[config.mk]
export PLATFORM = sky130hd
export DESIGN_NAME = svw_core
export DESIGN_NICKNAME = d
export VERILOG_FILES = /design/src/core/svw_pkg.sv /design/src/core/svw_core.sv
export VERILOG_INCLUDE_DIRS = /design/src /design/src/core
export SDC_FILE = /design/constraint.sdc
export NUM_CORES = 1
export LEC_CHECK = 0
export BUFFER_PORTS_ARGS = -buffer_cell sky130_fd_sc_hd__buf_4
export CORE_MARGIN = 2
export CORE_UTILIZATION = 44
export DETAILED_ROUTE_END_ITERATION = 8
export PLACE_DENSITY = 0.71
export SKIP_CTS_REPAIR_TIMING = 1
export SLEW_MARGIN = 5
export SYNTH_ARGS = -nofsm -noshare
export SYNTH_HDL_FRONTEND = slang
export SYNTH_SLANG_ARGS = --single-unit
[constraint.sdc]
create_clock -name pclk -period 5.32 [get_ports pclk]
set_clock_uncertainty 0.2 [all_clocks]
set_input_delay 0.266 -clock pclk [delete_from_list [all_inputs] [get_ports pclk]]
set_output_delay 0.266 -clock pclk [all_outputs]
set_load 0.1 [all_outputs]
[src/core/svw_map.svh]
`ifndef SVW_MAP_SVH
`define SVW_MAP_SVH
`define SVW_CTRL_IDX 16'hFFBE
`define SVW_LEVEL_IDX 16'hFFBF
`define SVW_CAUSE_IDX 16'hFFC8
`define SVW_STATUS_IDX 16'hFFC9
`define SVW_CTRL_OFF {`SVW_CTRL_IDX, 2'b00}
`define SVW_LEVEL_OFF {`SVW_LEVEL_IDX, 2'b00}
`define SVW_CAUSE_OFF {`SVW_CAUSE_IDX, 2'b00}
`define SVW_STATUS_OFF {`SVW_STATUS_IDX, 2'b00}
`define SVW_BIT_FLAG 0
`define SVW_BIT_MODE 1
`define SVW_BIT_LEGACY 4
`define SVW_BIT_ON 7
`define SVW_BIT_MASK 0
`define SVW_BIT_PEND 1
`define SVW_LEVEL_RST 4'h0
`define SVW_LEVEL_MAX 4'h9
`define SVW_SETTLE_NS 200000
`define SVW_CLK_NS 5
`endif

[src/core/svw_pkg.sv]
package svw_pkg;
  typedef struct packed {
    logic detector_on;
    logic reset_mode_select;
  } svw_ctrl_type;
  typedef enum logic [2:0] {
    SVW_OFF = 3'b001,
    SVW_SETTLE = 3'b010,
    SVW_READY = 3'b100
  } svw_state_type;
endpackage

[src/core/svw_core.sv]
// How it works
// - comparison flag bit is read-only
// - enable and mode survive detector reset
// - enable bit starts the comparator
// - flag drives irq when on, interrupt mode
// - level register cleared only by presetn, not by detector or external reset
// - level register written only as byte
// - ten level codes, others prohibited
// - reset mode asserts reset when low
// - interrupt mode raises irq when low
// - irq may follow enable immediately
// - adequate supply gives no reset
// - external reset sets irq mask
// - flag is one only below threshold
// - detector reset sets cause flag
//
// Implementation choice: the APB register port.
`include "svw_map.svh"
`timescale 1ns/1ps
`default_nettype none
module svw_core
  import svw_pkg::*;
#(
  parameter int SETTLE_CYC = (`SVW_SETTLE_NS + `SVW_CLK_NS - 1) / `SVW_CLK_NS
)(
  input wire logic pclk,
  input wire logic presetn,
  input wire logic ext_resetn,
  input wire logic clk_en,
  input wire logic psel,
  input wire logic penable,
  input wire logic pwrite,
  input wire logic [17:0] paddr,
  input wire logic [31:0] pwdata,
  input wire logic [3:0] pstrb,
  output logic [31:0] prdata,
  output logic pready,
  output logic pslverr,
  input wire logic cmp_below,
  output logic comparator_run,
  output logic [3:0] threshold_voltage,
  output logic undervolt_irq,
  output logic undervolt_reset_req,
  output logic settled
);
  svw_ctrl_type ctrl_ff;
  svw_state_type state_ff;
  logic [3:0] level_ff;
  logic cause_ff;
  logic mask_ff;
  logic pend_ff;
  logic rst_ff;
  logic [2:0] sync_ff;
  logic [2:0] ext_sync_ff;
  logic ext_low_ff;
  logic below_ff;
  logic [31:0] rdata_ff;
  logic [31:0] cnt_ff;
  logic wr;
  logic rd;
  logic hit;
  logic below;
  logic det_rst;
  logic [7:0] ctrl_rd;
  assign wr = psel && penable && pwrite && clk_en;
  assign rd = psel && penable && !pwrite && clk_en;
  assign pready = 1'b1;
  assign hit = (paddr == `SVW_CTRL_OFF) || (paddr == `SVW_LEVEL_OFF)
    || (paddr == `SVW_CAUSE_OFF) || (paddr == `SVW_STATUS_OFF);
  assign pslverr = psel && penable && !hit;
  // comparator input: three stages, agree on last two
  always_ff @(posedge pclk or negedge presetn)
  begin
    if (!presetn)
      sync_ff <= 3'h0;
    else if (clk_en)
      sync_ff <= {sync_ff[1:0], cmp_below};
  end
  always_ff @(posedge pclk or negedge presetn)
  begin
    if (!presetn)
      below_ff <= 1'b0;
    else if (clk_en)
    begin
      if (!ctrl_ff.detector_on)
        below_ff <= 1'b0;
      else if (sync_ff[2] == sync_ff[1])
        below_ff <= sync_ff[2];
    end
  end
  assign below = below_ff && ctrl_ff.detector_on;
  assign det_rst = rst_ff;
  // control: detector reset does not clear it (reset is presetn only)
  always_ff @(posedge pclk or negedge presetn)
  begin
    if (!presetn)
      ctrl_ff <= '0;
    else if (clk_en && wr && paddr == `SVW_CTRL_OFF && pstrb[0])
    begin
      ctrl_ff.detector_on <= pwdata[`SVW_BIT_ON];
      ctrl_ff.reset_mode_select <= pwdata[`SVW_BIT_MODE];
    end
  end
  always_ff @(posedge pclk or negedge presetn)
  begin
    if (!presetn)
      level_ff <= `SVW_LEVEL_RST;
    else if (clk_en && wr && paddr == `SVW_LEVEL_OFF && pstrb[0])
      level_ff <= pwdata[3:0];
  end
  // reset request: mode and low supply
  always_ff @(posedge pclk or negedge presetn)
  begin
    if (!presetn)
      rst_ff <= 1'b0;
    else if (clk_en)
      rst_ff <= ctrl_ff.detector_on && ctrl_ff.reset_mode_select && below;
  end
  always_ff @(posedge pclk or negedge presetn)
  begin
    if (!presetn)
      cause_ff <= 1'b0;
    else if (clk_en)
    begin
      if (det_rst)
        cause_ff <= 1'b1;
      else if (wr && paddr == `SVW_CAUSE_OFF && pwdata[0])
        cause_ff <= 1'b0;
    end
  end
  // external reset pin: three stages, idle high after reset
  always_ff @(posedge pclk or negedge presetn)
  begin
    if (!presetn)
      ext_sync_ff <= 3'h7;
    else if (clk_en)
      ext_sync_ff <= {ext_sync_ff[1:0], ext_resetn};
  end
  always_ff @(posedge pclk or negedge presetn)
  begin
    if (!presetn)
      ext_low_ff <= 1'b0;
    else if (clk_en)
    begin
      if (ext_sync_ff[2] == ext_sync_ff[1])
        ext_low_ff <= !ext_sync_ff[2];
    end
  end
  // mask set by external reset; pending sticky, set beats clear
  always_ff @(posedge pclk or negedge presetn)
  begin
    if (!presetn)
      mask_ff <= 1'b1;
    else if (clk_en)
    begin
      if (ext_low_ff)
        mask_ff <= 1'b1;
      else if (wr && paddr == `SVW_STATUS_OFF)
        mask_ff <= pwdata[`SVW_BIT_MASK];
    end
  end
  always_ff @(posedge pclk or negedge presetn)
  begin
    if (!presetn)
      pend_ff <= 1'b0;
    else if (clk_en)
    begin
      if (undervolt_irq)
        pend_ff <= 1'b1;
      else if (wr && paddr == `SVW_STATUS_OFF && pwdata[`SVW_BIT_PEND])
        pend_ff <= 1'b0;
    end
  end
  assign undervolt_irq = ctrl_ff.detector_on && !ctrl_ff.reset_mode_select
    && below;
  assign undervolt_reset_req = rst_ff;
  assign comparator_run = ctrl_ff.detector_on;
  assign threshold_voltage = level_ff;
  // settle tracker for software
  always_ff @(posedge pclk or negedge presetn)
  begin
    if (!presetn)
      state_ff <= SVW_OFF;
    else if (clk_en)
      case (state_ff)
        SVW_OFF:
          if (ctrl_ff.detector_on)
            state_ff <= SVW_SETTLE;
        SVW_SETTLE:
          if (!ctrl_ff.detector_on)
            state_ff <= SVW_OFF;
          else if (cnt_ff >= 32'(SETTLE_CYC - 1))
            state_ff <= SVW_READY;
        SVW_READY:
          if (!ctrl_ff.detector_on)
            state_ff <= SVW_OFF;
        default:
          state_ff <= SVW_OFF;
      endcase
  end
  always_ff @(posedge pclk or negedge presetn)
  begin
    if (!presetn)
      cnt_ff <= 32'h0;
    else if (clk_en)
      cnt_ff <= (state_ff == SVW_SETTLE) ? cnt_ff + 32'h1 : 32'h0;
  end
  assign settled = (state_ff == SVW_READY);
  assign ctrl_rd = {ctrl_ff.detector_on, 5'h00, ctrl_ff.reset_mode_select, below};
  always_ff @(posedge pclk or negedge presetn)
  begin
    if (!presetn)
      rdata_ff <= 32'h0;
    else if (psel && !penable && clk_en)
    begin
      if (paddr == `SVW_CTRL_OFF)
        rdata_ff <= {24'h0, ctrl_rd};
      else if (paddr == `SVW_LEVEL_OFF)
        rdata_ff <= {28'h0, level_ff};
      else if (paddr == `SVW_CAUSE_OFF)
        rdata_ff <= {31'h0, cause_ff};
      else if (paddr == `SVW_STATUS_OFF)
        rdata_ff <= {29'h0, settled, pend_ff, mask_ff};
      else
        rdata_ff <= 32'h0;
    end
  end
  assign prdata = rdata_ff;
endmodule // svw_core
`default_nettype wire

After elaboration in Yosys (flattened, before gate mapping). Index checks and enable logic that the tools add are counted. W data, S select, Z words.

$add $sub $neg: 1. $lt $le $gt $ge: 1. Equality and inequality tests: 13. Muxes and demuxes: 18. Reduce and logical (&&, ||, !) cells: 36.

Operators by type and width (count): $eq A18 B18 Y1 const B (4); $add A32 B1 Y32 const B (1); $ge A32 B16 Y1 const B (1); $mux W32 (1); $logic_and A1 B1 Y1 (20); $mux W3 (6); $reduce_and A2 Y1 (5); $pmux W3 S3 (1); $mux W1 (8); $mux W8 (1); $reduce_bool A2 Y1 (3); $logic_not A1 Y1 (4); $mux W4 (1); $ne A2 B2 Y1 const B (2); $reduce_and A4 Y1 (1); $eq A3 B1 Y1 const B (1); $eq A3 B2 Y1 const B (1); $eq A3 B3 Y1 const B (1); $logic_or A1 B1 Y1 (3); $ne A3 B3 Y1 const B (1); $eq A1 B1 Y1 (2); $ne A2 B1 Y1 const B (1).

Bits in registers: 85. Input bits: 62. Output and inout port bits: 42. Logic and storage cells: 83.

Longest topological paths before layout.
Depth in word-level cells: 7. Gate-level depth with buffers: 7. Mapped depth without buffers: 6.

Worst setup path after synthesis. Ideal clock, no wire load.

Kind: register to register. Start: reg state_ff[1]. End: reg rdata_ff[2] (netlist: prdata[2]). Setup time: 100 ps. Arrival: 3120 ps. Required time: 5020 ps. Path slack: 1900 ps. Stages on the path, launching flop included: 5. Buffers on the path: 1. Clock period less this slack: 3420 ps. Cells stage by stage: dfrtp_1 -> buf_2 -> nor3_1 -> a22oi_1 -> o31ai_1.

Word-level cells in the longest chain between the ends: 5.

RTL lines: start: declaration (RTL line svw_core.sv:47) `svw_state_type state_ff;`; start signal: assignment (RTL line svw_core.sv:183) `state_ff <= SVW_OFF;`; start signal: assignment (RTL line svw_core.sv:188) `state_ff <= SVW_SETTLE;`; start signal: assignment (RTL line svw_core.sv:191) `state_ff <= SVW_OFF;`; $eq A3 B3 Y1 (RTL line svw_core.sv:208) `assign settled = (state_ff == SVW_READY);`; net settled (RTL line svw_core.sv:44) `output logic settled`; $mux W3 (RTL line svw_core.sv:222) `` else if (paddr == `SVW_STATUS_OFF) ``; $mux W3 (RTL line svw_core.sv:220) `` else if (paddr == `SVW_CAUSE_OFF) ``; $mux W4 (RTL line svw_core.sv:218) `` else if (paddr == `SVW_LEVEL_OFF) ``; $mux W8 (RTL line svw_core.sv:216) `` if (paddr == `SVW_CTRL_OFF) ``; end signal: assignment (RTL line svw_core.sv:217) `rdata_ff <= {24'h0, ctrl_rd};`; end signal: assignment (RTL line svw_core.sv:219) `rdata_ff <= {28'h0, level_ff};`; end signal: assignment (RTL line svw_core.sv:221) `rdata_ff <= {31'h0, cause_ff};`; end: declaration (RTL line svw_core.sv:57) `logic [31:0] rdata_ff;`.

The timed path passes the listed nets, and every way through them passes these cells. A chain may end at the register's enable or synchronous reset.

Worst setup path after layout.
Start: in paddr[4]. End: out pslverr.

Word-level cells in the longest chain between the ends: 6. Elaborated cells on any way between the ends: 9. Classes of those cells: eq/ne (4); reduce/logical (5).

RTL lines: start: declaration (RTL line svw_core.sv:33) `input wire logic [17:0] paddr,`; $eq A18 B18 Y1 (no line); $logic_or A1 B1 Y1 (2 in series) (RTL line svw_core.sv:68) `` assign hit = (paddr == `SVW_CTRL_OFF) || (paddr == `SVW_LEVEL_OFF) ``; $logic_or A1 B1 Y1 (*) (RTL line svw_core.sv:68); $logic_not A1 Y1 (*) (RTL line svw_core.sv:70) `assign pslverr = psel && penable && !hit;`; $logic_and A1 B1 Y1 (*) (RTL line svw_core.sv:70); end: declaration (RTL line svw_core.sv:38) `output logic pslverr,`.

Mark *: on every way between the ends. The rest lies on a longest branch, timed or not.

==> summary.txt <==
Job
  • MaxCap Viol Count: 0

Floorplan
  • Core Box Area: 7210 sq um
  • Initial Util: 0.454
  • Die ar.: between 8000 and 9000 sq um
  • # IOs: 104
  • Row count: 31
  • Die Y: about 90 um
  • Chip Width: approximately 90 um

CTS
  • Worst skew pair latency: 350 ps
  • Clock H-tree levels: 3
  • Num CTS Buffers: 9
  • CTS Buffer Depth: 2
  • Clk sink count: 58
  • CTS tree: yes
  • Clk root buf: clkbuf_8
  • Clock Pin Slew Worst Setup and Hold Paths: 60 ps

STA
  • # setup viols final: 0
  • Hold Vio Cnt, Final: 0
  • Fmax: ~450 MHz
  • Setup TNS Final: 0 ps
  • Post-route setup slack: a little over 3000 ps
  • Minimum clock period: roughly 2200 ps
  • Final Max Tran Viols: 0
  • Transition time of the tightest slew-check pin: approximately 1200 ps
  • Fin crit share: 0.418
  • Unrepaired setup endpoints after global routing: false
  • Slew headroom: 0.220

Placement
  • Placed insts: between 400 and 500
  • Post-DP HPWL: 4770 um
  • Port Buf Inserts: 45
  • Placer Congestion: between 0.8 and 0.9
  • Post-Place Worst Slack: around 3100 ps

Critical path
  • Worst Path Max Fanout: 4
  • Cell repeated most along the worst path: buf_4
  • Critical Path Start Type: primary input
  • CP Buf/Inv Count: 2
  • Reg2reg end: cnt_ff[28]
  • Slowest library cell on the worst path: or4b_1
  • Critical path class: in -> out
  • R2R depth: 6
  • Crit. End Element: output pin
  • RR Startpoint: cnt_ff[0]
  • Max incr delay on CP: 600 ps
  • Top Family by Delay on Critical Path: simple AND/OR/NAND/NOR gates
  • Worst-path cell chain: buf_4, or4b_1, nor2_1, o21ai_0, and3_1, buf_4
  • Worst Path Arrival: about 1800 ps
  • FF-to-FF setup slack: 3160 ps
  • Worst endpoint required time: between 4000 and 5000 ps

Pwr
  • Leakage: about 1.8 nW
  • Pwr dens: between 200 and 300 nW/um^2
  • Pwr Total: about 1.1 mW
  • Peak VDD IR: 141 uV

Synth
  • Post-synthesis register bit count: 58
  • Async S/R FF share, synth: 1.00
  • Avg Cell Area, Syn: ~9.7 sq um
  • Synth Instances: approximately 340
  • Post-synthesis cell area: about 3300 sq um
  • Sequential fraction of the synthesis area: 0.445
  • Yosys warning count: 0
  • Most used DFF post-synth: dfrtp_1
  • Post-synth EDFFs: 0
  • Distinct cell type count after synthesis: 51

Detailed routing
  • Drt wl/cell: 13.9 um
  • Initial detailed-routing violation count: about 150
  • Routed Antenna Nets: 0
  • TritonRoute pass-1 iters: 5
  • Vias: roughly 2600
  • DRC: 0
  • Drt total wl: just under 7000 um
  • Vias per cell: 5.24

Cells and area
  • Final nets: approximately 450
  • Share of cells above drive strength 1: 0.241
  • Area grow syn2layout: 19.6%
  • Non-filler cells in the finished layout: roughly 490
  • Antenna cells: 0
  • Most frequent cells in the layout: 53 x dfrtp_1, 45 x buf_4, 38 x nand2_1, 28 x conb_1, 26 x nor2_1
  • Commonest non-fill, non-tap cell in the layout: dfrtp_1

Global routing
  • First-pass GRT wire length: between 10000 and 15000 um
  • Total grt overflow: 0
  • Initial antenna violation count: 0
  • Tot GR Track Use: 0.177
  • Largest net degree at the start of global routing: 59
  • Vias in the first global route: 2472

Hold path
  • Hold Path Sink: prdata[1]
  • Hold path start: penable
  • Hold path depth: 4
  • Min-delay worst type: in -> reg

Run status
  • Run status: finished clean
==> cell families (layout without fill, tap and decap cells) <==
| logic type | Yosys count | in the layout | synth area share |
|---|---|---|---|
| flops | 58 | 58 | 0.445 |
| mux | 11 | 11 | 0.0374 |
| fa+ha+maj | 1 | 1 | 0.00382 |
| other cells | 2 | 28 | 0.00229 |
| simple gates | 153 | 153 | 0.273 |
| xor+xnor | 26 | 26 | 0.0695 |
| buf+inv | 47 | 78 | 0.0906 |
| compound gates | 40 | 40 | 0.0780 |
==> power by group <==
group          internal (mW)  switching [mW]  total [mW]  leakage (nW)
combinational         0.0272           0.118       0.145         0.871
clock                  0.358           0.185       0.543         0.129
sequential             0.450         0.00421       0.454         0.782
total                  0.835           0.307        1.14          1.78
==> flip-flops by register name, summed over array words and instances, names as in the netlist <==
signal,cells
cnt_ff,32
prdata,5
threshold_voltage,4
ext_sync_ff,3
state_ff,3
sync_ff,3
below_ff,1
cause_ff,1
comparator_run,1
ctrl_ff,1
ext_low_ff,1
mask_ff,1
pend_ff,1
undervolt_reset_req,1
==> Yosys cell counts (all sizes together), types with 2 or more instances <==
library cell,count,area (sq um)
a22o,3,26.3
nor2,32,135
nand3,20,125
o2bb2ai,2,17.5
and3,9,57.6
dfstp,5,131
xnor2,7,61.3
a22oi,3,22.5
a21oi,7,35.0
nor4,14,133
clkbuf,7,37.5
o31ai,2,15.0
nor3,5,35.0
or3,4,35.0
nand2,38,143
mux2,10,113
conb,2,7.51
nand4,18,128
and4,4,35.0
o21ai,15,75.1
buf,31,225
dfrtp,53,1330
nor3b,3,22.5
xor2,19,166
inv,9,33.8
==> final cells by class <==
class,count,area (sq um)
multi-input cells,259,1620
fillers,657,3300
clock inverters,7,141
well taps,99,124
flip-flops and latches,58,1460
repair buffers,53,418
inverters,9,33.8
clock buffers,9,124
==> metal layers <==
layer	part of all wire	track usage
met4	0.017	0.0526
met3	0.048	0.0534
met5	0	0
met1	0.44	0.227
met2	0.49	0.290
==> worst max-delay path by stage <==
stage / startpoint / endpoint / cells after the start
after floorplan: state_ff[1] / prdata[2] / 4
after global placement: clk_en / cnt_ff[11] / 4
after detailed placement: clk_en / cnt_ff[28] / 4
after CTS: paddr[4] / pslverr / 6
after global routing: cnt_ff[0] / cnt_ff[24] / 6
final: paddr[4] / pslverr / 6
==> worst register-to-register path, cell delays in order (launching register included) <==
cell	delay [ps]
dfrtp_1	440
ha_1	250
nand3_1	200
nor4_4	480
nand4_1	200
xor2_1	160
nor2_1	60
==> stage by stage <==
stage | hold WS, ps | util | instance area [sq um]
6_report | 55.3 | 0.543 | 3920
5_1_grt | 66.6 | 0.543 | 3920
4_1_cts | -195 | 0.532 | 3840
3_5_place_dp | 178 | 0.495 | 3570
3_3_place_gp | 171 | 0.495 | 3570
2_1_floorplan | -230 | - | 3370
Note: power is estimated with default switching activity, not from simulation.
